`src/verilog/lvfl_pkg.sv`:
```
// Package of constants and types for the low-voltage force limiter
package lvfl_pkg;

	// ----------------------------------------
	// Clock and time base
	// ----------------------------------------
	localparam int CLK_HZ          = 40000000;               // Core clock rate
	localparam int MS_US           = 1000;                   // One millisecond in us
	localparam int CYC_PER_MS      = CLK_HZ / 1000;          // Cycles in one millisecond
	localparam int CYC_PER_MS_W    = 16;                     // Width of millisecond prescaler

	// ----------------------------------------
	// Register offsets (word index = byte address / 4)
	// ----------------------------------------
	localparam logic [7:0] ADDR_MODE     = 8'h00;  // Low-voltage mode and control mode
	localparam logic [7:0] ADDR_LIMIT    = 8'h04;  // Drop force limit level, percent
	localparam logic [7:0] ADDR_RELEASE  = 8'h08;  // Release time, ms
	localparam logic [7:0] ADDR_WARN     = 8'h0C;  // Overload warning level, percent
	localparam logic [7:0] ADDR_DERATE   = 8'h10;  // Base current derating, percent
	localparam logic [7:0] ADDR_HOLD     = 8'h14;  // Power cut hold time, ms
	localparam logic [7:0] ADDR_STATUS   = 8'h18;  // Live status, read only
	localparam logic [7:0] ADDR_EFFLIM   = 8'h1C;  // Effective force limit, read only

	// ----------------------------------------
	// Field positions in the mode register
	// ----------------------------------------
	localparam int MODE_LV_LSB   = 4;    // Low-voltage mode digit, bits 5:4
	localparam int MODE_CTRL_LSB = 0;    // Control mode digit, bits 3:0

	// ----------------------------------------
	// Reset values
	// ----------------------------------------
	localparam logic [1:0]  RST_LV_MODE   = 2'h0;    // Detection off
	localparam logic [3:0]  RST_CTRL_MODE = 4'h0;    // Speed control, analog reference
	localparam logic [6:0]  RST_LIMIT     = 7'h32;   // 50 percent
	localparam logic [10:0] RST_RELEASE   = 11'h064; // 100 ms
	localparam logic [6:0]  RST_WARN      = 7'h14;   // 20 percent
	localparam logic [6:0]  RST_DERATE    = 7'h64;   // 100 percent
	localparam logic [10:0] RST_HOLD      = 11'h014; // 20 ms

	// ----------------------------------------
	// Setting ranges
	// ----------------------------------------
	localparam logic [6:0]  PCT_FULL      = 7'h64;   // 100 percent
	localparam logic [6:0]  WARN_MIN      = 7'h01;   // Lowest warning level
	localparam logic [6:0]  DERATE_MIN    = 7'h0A;   // Lowest derating
	localparam logic [10:0] TIME_MAX      = 11'h3E8; // 1000 ms
	localparam logic [10:0] HOLD_MIN      = 11'h014; // 20 ms

	// ----------------------------------------
	// Enumerations
	// ----------------------------------------
	typedef enum logic [1:0] {
		LV_OFF,     // No detection
		LV_HOST,    // Warn, host limits force
		LV_SELF     // Warn and limit in the drive
	} lv_mode_type;

	typedef enum logic [1:0] {
		DROP_IDLE,     // Full force
		DROP_LIMIT,    // Supply low, limited
		DROP_RELEASE   // Ramping back to full force
	} drop_state_type;

endpackage
```
`src/verilog/low_voltage_force_limiter.sv`:
```
// Low-voltage force limiter with overload warning and alarm timing
// Notes on behaviour
// - Detect supply at or below threshold, limit
// - Mode off: no detection, no limiting
// - Host mode: detect and raise warning only
// - Self mode: detect and limit force internally
// - Self mode: restore force within release time
// - Limit level 0..100 percent, default 50
// - Release time 0..1000 ms, default 100
// - Warn at percent of alarm time, default 20
// - Warning level 1..100 percent, immediate
// - Overload warning drives warning output
// - Accumulate above derated base current only
// - Derating 10..100, default 100, after restart
// - Instantaneous alarm fixed, ignores settings
// - Derating also shifts warning timing
// - Control mode default speed, after restart
// - Hold time: continue or disable servo
//
// Chosen here: the address-and-strobe port and the address map.
module low_voltage_force_limiter (
	// Clock and reset
	input  wire logic        clk,
	input  wire logic        resetn,
	// Register port
	input  wire logic [7:0]  reg_addr,
	input  wire logic [31:0] reg_wdata,
	input  wire logic        reg_wr,
	input  wire logic        reg_rd,
	output logic      [31:0] reg_rdata,
	// Plant measurements
	input  wire logic        supply_low,
	input  wire logic        supply_off,
	input  wire logic [7:0]  motor_current,
	input  wire logic [7:0]  base_current,
	input  wire logic [7:0]  inst_current_level,
	input  wire logic [6:0]  other_force_limit,
	input  wire logic        restart,
	// Outputs to drive and host
	output logic             lv_warning,
	output logic             overload_warning,
	output logic             overload_alarm,
	output logic             inst_overload_alarm,
	output logic             servo_disable,
	output logic      [6:0]  force_limit,
	output logic      [3:0]  control_mode
);

	// ----------------------------------------
	// Reset synchroniser
	// ----------------------------------------
	logic rst_meta_q;   // First stage, read by second only
	logic rst_n_q;      // Synchronised active-low reset

	// Release in two stages, assert at once
	always_ff @(posedge clk or negedge resetn) begin
		if (!resetn) begin
			rst_meta_q <= 1'b0;
			rst_n_q    <= 1'b0;
		end else begin
			rst_meta_q <= 1'b1;
			rst_n_q    <= rst_meta_q;
		end
	end

	// ----------------------------------------
	// Settings
	// ----------------------------------------
	logic [1:0]  lv_mode_sw_q;     // Written low-voltage mode
	logic [3:0]  ctrl_sw_q;        // Written control mode
	logic [6:0]  limit_q;          // Drop force limit level
	logic [10:0] release_q;        // Release time in ms
	logic [6:0]  warn_q;           // Overload warning level
	logic [6:0]  derate_sw_q;      // Written derating
	logic [10:0] hold_q;           // Power cut hold time
	logic [1:0]  lv_mode_q;        // Active mode, latched at restart
	logic [6:0]  derate_q;         // Active derating, latched at restart

	localparam logic [6:0] PCT_FULL_L = lvfl_pkg::PCT_FULL;  // Local copy for functions

	// Clamp a percent value into its range
	function automatic logic [6:0] clamp_pct(input logic [31:0] v, input logic [6:0] lo);
		if (v[31:7] != 25'h0000000 || v[6:0] > PCT_FULL_L) clamp_pct = PCT_FULL_L;
		else if (v[6:0] < lo) clamp_pct = lo;
		else clamp_pct = v[6:0];
	endfunction

	// Clamp a millisecond value into its range
	function automatic logic [10:0] clamp_ms(input logic [31:0] v, input logic [10:0] lo);
		if (v[31:11] != 21'h000000 || v[10:0] > lvfl_pkg::TIME_MAX) clamp_ms = lvfl_pkg::TIME_MAX;
		else if (v[10:0] < lo) clamp_ms = lo;
		else clamp_ms = v[10:0];
	endfunction

	// Register writes; immediate settings steer logic at once
	always_ff @(posedge clk or negedge rst_n_q) begin
		if (!rst_n_q) begin
			lv_mode_sw_q <= lvfl_pkg::RST_LV_MODE;
			ctrl_sw_q    <= lvfl_pkg::RST_CTRL_MODE;
			limit_q      <= lvfl_pkg::RST_LIMIT;
			release_q    <= lvfl_pkg::RST_RELEASE;
			warn_q       <= lvfl_pkg::RST_WARN;
			derate_sw_q  <= lvfl_pkg::RST_DERATE;
			hold_q       <= lvfl_pkg::RST_HOLD;
		end else if (reg_wr) begin
			if (reg_addr == lvfl_pkg::ADDR_MODE) begin
				// Mode 3 is not a valid setting: treated as off
				lv_mode_sw_q <= (reg_wdata[lvfl_pkg::MODE_LV_LSB+:2] == 2'h3) ? 2'h0
				              : reg_wdata[lvfl_pkg::MODE_LV_LSB+:2];
				ctrl_sw_q    <= reg_wdata[lvfl_pkg::MODE_CTRL_LSB+:4];
			end else if (reg_addr == lvfl_pkg::ADDR_LIMIT) begin
				limit_q <= clamp_pct(reg_wdata, 7'h00);
			end else if (reg_addr == lvfl_pkg::ADDR_RELEASE) begin
				release_q <= clamp_ms(reg_wdata, 11'h000);
			end else if (reg_addr == lvfl_pkg::ADDR_WARN) begin
				warn_q <= clamp_pct(reg_wdata, lvfl_pkg::WARN_MIN);
			end else if (reg_addr == lvfl_pkg::ADDR_DERATE) begin
				derate_sw_q <= clamp_pct(reg_wdata, lvfl_pkg::DERATE_MIN);
			end else if (reg_addr == lvfl_pkg::ADDR_HOLD) begin
				hold_q <= clamp_ms(reg_wdata, lvfl_pkg::HOLD_MIN);
			end
		end
	end

	// Restart-only settings copy on the restart pulse
	always_ff @(posedge clk or negedge rst_n_q) begin
		if (!rst_n_q) begin
			lv_mode_q    <= lvfl_pkg::RST_LV_MODE;
			derate_q     <= lvfl_pkg::RST_DERATE;
			control_mode <= lvfl_pkg::RST_CTRL_MODE;
		end else if (restart) begin
			lv_mode_q    <= lv_mode_sw_q;
			derate_q     <= derate_sw_q;
			control_mode <= ctrl_sw_q;
		end
	end

	// ----------------------------------------
	// Millisecond tick
	// ----------------------------------------
	logic [lvfl_pkg::CYC_PER_MS_W-1:0] pre_q;   // Prescaler
	logic                              ms_tick; // One-cycle enable each ms

	assign ms_tick = (pre_q == lvfl_pkg::CYC_PER_MS_W'(lvfl_pkg::CYC_PER_MS - 1));

	// Free-running divider
	always_ff @(posedge clk or negedge rst_n_q) begin
		if (!rst_n_q) pre_q <= '0;
		else if (ms_tick) pre_q <= '0;
		else pre_q <= pre_q + 1'b1;
	end

	// ----------------------------------------
	// Low-voltage detection and drop limit
	// ----------------------------------------
	lvfl_pkg::drop_state_type state_q;  // Drop limit state
	logic [10:0] rel_ms_q;              // Release progress in ms
	logic [6:0]  drop_lim;              // Drop limit now applied
	logic        detect_on;             // Detection enabled

	assign detect_on = (lv_mode_q != 2'(lvfl_pkg::LV_OFF));

	// Warning follows supply only while detection is enabled
	always_ff @(posedge clk or negedge rst_n_q) begin
		if (!rst_n_q) lv_warning <= 1'b0;
		else lv_warning <= detect_on && supply_low;
	end

	// Limit state: enter on warning, ramp out over release time
	always_ff @(posedge clk or negedge rst_n_q) begin
		if (!rst_n_q) begin
			state_q  <= lvfl_pkg::DROP_IDLE;
			rel_ms_q <= '0;
		end else if (lv_mode_q != 2'(lvfl_pkg::LV_SELF)) begin
			state_q  <= lvfl_pkg::DROP_IDLE;
			rel_ms_q <= '0;
		end else begin
			case (state_q)
				lvfl_pkg::DROP_IDLE: begin
					if (lv_warning) state_q <= lvfl_pkg::DROP_LIMIT;
				end
				lvfl_pkg::DROP_LIMIT: begin
					rel_ms_q <= '0;
					if (!lv_warning) state_q <= lvfl_pkg::DROP_RELEASE;
				end
				default: begin
					if (lv_warning) begin
						state_q <= lvfl_pkg::DROP_LIMIT;
					end else if (rel_ms_q >= release_q) begin
						state_q <= lvfl_pkg::DROP_IDLE;
					end else if (ms_tick) begin
						rel_ms_q <= rel_ms_q + 11'h001;
					end
				end
			endcase
		end
	end

	// Linear ramp from limit toward full force, monotone in time
	always_comb begin
		logic [17:0] span;
		span = 18'h00000;
		drop_lim = lvfl_pkg::PCT_FULL;
		if (state_q == lvfl_pkg::DROP_LIMIT) begin
			drop_lim = limit_q;
		end else if (state_q == lvfl_pkg::DROP_RELEASE && rel_ms_q < release_q) begin
			// Operands widened first so the product cannot wrap
			span = (18'(lvfl_pkg::PCT_FULL - limit_q) * 18'(rel_ms_q)) / 18'(release_q);
			drop_lim = limit_q + span[6:0];
		end
	end

	// Effective limit is the smaller of the two
	always_ff @(posedge clk or negedge rst_n_q) begin
		if (!rst_n_q) force_limit <= lvfl_pkg::PCT_FULL;
		else force_limit <= (drop_lim < other_force_limit) ? drop_lim
		                  : ((other_force_limit > lvfl_pkg::PCT_FULL) ? lvfl_pkg::PCT_FULL
		                  : other_force_limit);
	end

	// ----------------------------------------
	// Power cut hold
	// ----------------------------------------
	logic [10:0] off_ms_q;   // Time supply has been off

	// Disable servo once outage reaches the hold time
	always_ff @(posedge clk or negedge rst_n_q) begin
		if (!rst_n_q) begin
			off_ms_q      <= '0;
			servo_disable <= 1'b0;
		end else if (!supply_off) begin
			off_ms_q      <= '0;
			servo_disable <= 1'b0;
		end else begin
			if (ms_tick && off_ms_q < lvfl_pkg::TIME_MAX) off_ms_q <= off_ms_q + 11'h001;
			if (off_ms_q >= hold_q) servo_disable <= 1'b1;
		end
	end

	// ----------------------------------------
	// Overload detection
	// ----------------------------------------
	// Accumulator counts excess over the derated base current per ms;
	// the alarm trips at a fixed full-scale figure, so derating moves both
	// alarm and warning earlier.
	localparam logic [19:0] ACC_FULL = 20'h186A0;  // Alarm point, arbitrary scale
	logic [19:0] acc_q;       // Overload accumulator
	logic [15:0] thr;         // Derated base current scaled by 100
	logic [15:0] cur_x100;    // Motor current scaled by 100
	logic [26:0] warn_pt;     // Warning point scaled by 100
	logic [26:0] acc_x100;    // Accumulator scaled by 100

	assign thr      = 16'(base_current) * 16'(derate_q);
	assign cur_x100 = 16'(motor_current) * 16'(lvfl_pkg::PCT_FULL);
	assign warn_pt  = 27'(ACC_FULL) * 27'(warn_q);
	assign acc_x100 = 27'(acc_q) * 27'(lvfl_pkg::PCT_FULL);

	// Integrate while above threshold, bleed down otherwise
	always_ff @(posedge clk or negedge rst_n_q) begin
		if (!rst_n_q) acc_q <= '0;
		else if (ms_tick) begin
			if (cur_x100 > thr) begin
				acc_q <= (acc_q > ACC_FULL - 20'(cur_x100 - thr)) ? ACC_FULL
				       : acc_q + 20'(cur_x100 - thr);
			end else if (acc_q != 20'h00000) begin
				acc_q <= acc_q - 20'h00001;
			end
		end
	end

	// Warning and alarm flags from the accumulator
	always_ff @(posedge clk or negedge rst_n_q) begin
		if (!rst_n_q) begin
			overload_warning <= 1'b0;
			overload_alarm   <= 1'b0;
		end else begin
			overload_warning <= (acc_x100 >= warn_pt);
			overload_alarm   <= (acc_q >= ACC_FULL);
		end
	end

	// Instantaneous alarm uses only its fixed level
	always_ff @(posedge clk or negedge rst_n_q) begin
		if (!rst_n_q) inst_overload_alarm <= 1'b0;
		else inst_overload_alarm <= (motor_current >= inst_current_level);
	end

	// ----------------------------------------
	// Read port
	// ----------------------------------------
	// Data stand one cycle after the read strobe, zero otherwise
	always_ff @(posedge clk or negedge rst_n_q) begin
		if (!rst_n_q) reg_rdata <= '0;
		else if (!reg_rd) reg_rdata <= '0;
		else if (reg_addr == lvfl_pkg::ADDR_MODE)
			reg_rdata <= {26'h0, lv_mode_sw_q, ctrl_sw_q};
		else if (reg_addr == lvfl_pkg::ADDR_LIMIT) reg_rdata <= {25'h0, limit_q};
		else if (reg_addr == lvfl_pkg::ADDR_RELEASE) reg_rdata <= {21'h0, release_q};
		else if (reg_addr == lvfl_pkg::ADDR_WARN) reg_rdata <= {25'h0, warn_q};
		else if (reg_addr == lvfl_pkg::ADDR_DERATE) reg_rdata <= {25'h0, derate_sw_q};
		else if (reg_addr == lvfl_pkg::ADDR_HOLD) reg_rdata <= {21'h0, hold_q};
		else if (reg_addr == lvfl_pkg::ADDR_STATUS)
			reg_rdata <= {23'h0, lv_warning, state_q, lv_mode_q, servo_disable,
			              inst_overload_alarm, overload_alarm, overload_warning};
		else if (reg_addr == lvfl_pkg::ADDR_EFFLIM) reg_rdata <= {25'h0, force_limit};
		else reg_rdata <= '0;   // Unmapped reads zero
	end
endmodule // low_voltage_force_limiter

```
`config.mk`:
```
export PLATFORM = sky130hd
export DESIGN_NAME = low_voltage_force_limiter
export DESIGN_NICKNAME = d
export VERILOG_FILES = /design/src/verilog/lvfl_pkg.sv /design/src/verilog/low_voltage_force_limiter.sv
export SDC_FILE = /design/constraint.sdc
export NUM_CORES = 1
export LEC_CHECK = 0
export ABC_AREA = 1
export BUFFER_PORTS_ARGS = -buffer_cell sky130_fd_sc_hd__buf_2
export CORE_AREA = 2 2 205 207
export DETAILED_ROUTE_END_ITERATION = 16
export DIE_AREA = 0 0 207 209
export PLACE_DENSITY_LB_ADDON = 0.08
export SETUP_SLACK_MARGIN = 0.05
export SYNTH_ARGS = -nofsm -noshare
export SYNTH_HDL_FRONTEND = slang
export SYNTH_SLANG_ARGS = --single-unit
```
`constraint.sdc`:
```
create_clock -name clk -period 5.2 [get_ports clk]
set_input_delay 0.78 -clock clk [delete_from_list [all_inputs] [get_ports clk]]
set_output_delay 0.78 -clock clk [all_outputs]
set_load 0.02 [all_outputs]
```
==> metrics.cfg, run 1 <==
[global_route]
overflow=4955
grt_max_degree=146
grtUsageTotal=1.053

[placed_design]
place_ws_ns=-32.69
io_buffers=104
place_congestion=0.9691
hpwlAfterDp_um=68260

[clock_network]
clock_sinks=147
cts-htree-levels=4
ctsHoldBuffers=0
cts-root-buf=clkbuf_16
cts_made_buffers=17
cts_buffer_depth=2

[logic_synthesis]
async_reset_ff_frac=1.000
synth_area_per_cell_um2=7.266
synth_warnings=0
synth-seq-area-share=0.1400
syn-instance-count=3640
ys_seq_elements=147
synthFlopType=dfrtp_1
netlist_area_um2=26450
synth-edff-count=0
ys_types=68

[floorplanning]
rows=75
die_h_um=209
dieWidth_um=207
io_pins=126
start_util=0.6406

[sta]
crit_endpoint=force_limit[0]$_DFF_PN0_/D
worstEndpointType=register data pin

[run_status]
error=[ERROR GRT-0232] Routing congestion too high. Check the congestion heatmap in the GUI.
lastStage=5_1_grt
status=stopped before the end

-- cells in the mapped netlist, types with 29 or more instances --
cell type	instances	share of area
dfrtp_1	128	0.12
nand3_1	123	0.023
ha_1	507	0.24
inv_1	726	0.10
xnor2_1	85	0.028
nor2_1	235	0.033
nor3_1	51	0.0097
o21bai_1	35	0.0099
nand4_1	29	0.0069
a21oi_1	200	0.038
o21ai_0	206	0.039
nand2_1	658	0.093
xor2_1	112	0.037
fa_1	111	0.084
clkbuf_1	30	0.0043
-- metrics by stage --
| step | instance area [um2] | util | cells |
|---|---|---|---|
| floorplan | 27070 | - | 3660 |
| CTS | 37510 | 0.9085 | 5400 |
| global placement | 33360 | 0.8080 | 4976 |
| detailed placement | 33360 | 0.8080 | 4976 |
-- kinds of logic after synthesis --
group / synth area share
and+or+nand+nor: 0.2021
xor gates and xnor gates: 0.06523
buffers and inverters: 0.1211
adders and majority gates: 0.3239
muxes: 0.004258
AOI/OAI and AO/OA: 0.1432
other: 0.0002839
DFF: 0.1400
-- per-layer routing --
layer | track usage | overflow
met1 | 0.9101 | 57
met3 | 0.7583 | 70
met2 | 1.448 | 3949
met5 | 0.4816 | 10
met4 | 1.181 | 869
-- timing repair --
item                       4_1_cts
gates cloned                     2
pin swaps                      245
setup endpoints to repair       28
resized for setup              160
buffers inserted               392
==> run 2, diff against run 1 <==
CORE_AREA = 2 2 261 263   (was 2 2 205 207)
DIE_AREA = 0 0 263 265   (was 0 0 207 209)
PLACE_DENSITY_LB_ADDON = 0.15   (was 0.08)
SETUP_SLACK_MARGIN = default   (was 0.05)
==> metrics.cfg, run 2 <==
[run_status]
status=finished, violations left
violations=negative setup slack

[sta]
worst_slack_ns=-31.59
finalHoldViolations=0
rsz0062_at_grt=true
finalSetupTns_ns=-266.06
post-route-period-util=7.075
worst-slew-pin-transition_ns=0.8973
maxSlewViolCount=0
setup_violations=28
hold_ws_ns=0.04105
fmax_mhz=27.18
min_period_ns=36.79
finClkSkew_ns=0.01873
slew_headroom=0.3972

[routing]
vias_per_cell=4.839
met3_length_um=2777
wl_met1_um=37000
avgRoutedWirePerCell_um=15.17
drtPass1Iterations=7
vias=27669
wirelength_um=86750
drtIter0Drc=1280
drc=0
ant_nets=0
top_layer_used=met4
wl_met2_um=43810

[clock_network]
cts_buffer_depth=2
clock_sinks=147
clock_latency_ns=0.50
cts_tree=yes
cts_made_buffers=17
path_clk_slew_ns=0.09
cts-htree-levels=4
cts-root-buf=clkbuf_16

[logic_synthesis]
yosysTopAreaCell=ha_1
ys_seq_elements=147
synth-edff-count=0
ys_types=68
synthFlopType=dfrtp_1
synthTopCellsByArea=ha_1, dfrtp_1, inv_1
synth-seq-area-share=0.1400
synth_warnings=0
synthDominantCellAreaShare=0.2398
syn-instance-count=3640
synth_common_cells=inv_1, nand2_1, ha_1
async_reset_ff_frac=1.000
netlist_area_um2=26450
yosysMostFrequentCell=inv_1
synth_area_per_cell_um2=7.266

[critical_path]
cp.arrival_ns=37.19
cp_max_fo=7
crit_type=register to register
slowest_delay_ns=0.60
crit_path_start=limit_q[1]$_DFFE_PN1P_
start_kind=register
cp-end-kind=register
required_ns=5.60
r2r_start=limit_q[1]$_DFFE_PN1P_
cpMostUsedCell=nand2_2
slowest_stage=fa_1

[job]
cap_viol_max_count=0

[finish]
area_growth_pct=46.03
reg.largest.list=acc_q (20), pre_q (16)
fill_cells=6189
num-nets-final=5526
fin_util=0.5782
regArea_um2=3710
largest_reg_flops=20
drive_gt1_frac=0.3638
final_common_cell=buf_4
final_cell_mix=buf_4, inv_1, nand2_1
multiInputGateArea_um2=21390
regMostFlops=acc_q

[floorplanning]
die_area_um2=69700
rows=95
io_pins=126
core-area_um2=66800
dieWidth_um=263
die_h_um=265
start_util=0.3959

[placed_design]
place_congestion=0.9059
hpwlAfterDp_um=68420
io_buffers=104

[global_route]
antenna_found_initial=4
grtUsageTotal=0.2465
grt_pass1_vias=27397
grt_max_degree=126
overflow=0
grt_pass1_wl_um=137400

[worst_hold_path]
hp-class=primary input to asynchronous set/reset pin

==> run 2: kinds of logic (layout without fill, tap and decap cells) <==
kind of cell,Yosys count,count (layout),synth area share
buffers and inverters,816,1999,0.1211
flip-flops,147,147,0.1400
XOR/XNOR,197,197,0.06523
AO/OA/AOI/OAI,634,634,0.1432
adder cells (fa/ha/maj),618,618,0.3239
other,2,24,0.0002839
multiplexers,10,10,0.004258
AND/OR/NAND/NOR,1216,1216,0.2021
==> run 2: final cells by class <==
type,count,area share
multi-input combinational,2697,0.5537
inverter,756,0.07483
sequential,147,0.09605
timing repair inverter,1,0.0001944
antenna,2,0.0001296
clock inverter,15,0.005151
clock buffer,17,0.01101
tap,873,0.02828
timing repair buffer,1210,0.2306
==> run 2: per-layer routing <==
layer	vias to the layer above	track usage
met3	148	0.02703
met4	0	0.09143
met5	-	0
met1	12903	0.2927
li1	14133	-
met2	485	0.4556
==> run 2: path summary, 6_finish.rpt <==
check                                           end  slack (ns)  cells past startpoint
max reg2reg                force_limit[0]$_DFF_PN0_      -31.59                    313
max in group asynchronous   derate_q[1]$_DFFE_PN0P_        3.83                      1
min reg2reg                  reg_rdata[9]$_DFF_PN0_        0.23                      0
max                        force_limit[0]$_DFF_PN0_      -31.59                    313
min in group clk                  rst_n_q$_DFF_PN0_        0.36                      0
min                               rst_n_q$_DFF_PN0_        0.04                      1
==> run 2: critical path, delay by kind of cell (launching register included) <==
family	cells	cell delay, ns
adder cells (fa/ha/maj)	27	7.93
buffers and inverters	55	4.53
AND/OR/NAND/NOR	146	12.50
flip-flops	1	0.56
AO/OA/AOI/OAI	84	10.88
XOR/XNOR	1	0.20
==> run 2: what timing repair did <==
action / in CTS / in global routing
setup endpoints to repair: 28 / 28
hold endpoints to repair: 0 / 0
setup buffers: 240 / 64
hold buffers: 0 / 0
gates resized for setup: 141 / 224
gates cloned: 1 / 0
pin swaps: 189 / 234
==> run 2: per-stage QoR <==
stage	std cells	setup WS, ns	area (um2)
final	5718	-31.59	38620
after global routing	5718	-34.22	38620
after CTS	5657	-30.69	37300
after detailed placement	5387	-31.58	34310
after global placement	5387	-30.65	34310
after floorplan	3660	-32.08	27050
Power of run 2 is not shown: default switching activity piles up to over one toggle a cycle in this logic, so the estimate is an artifact.
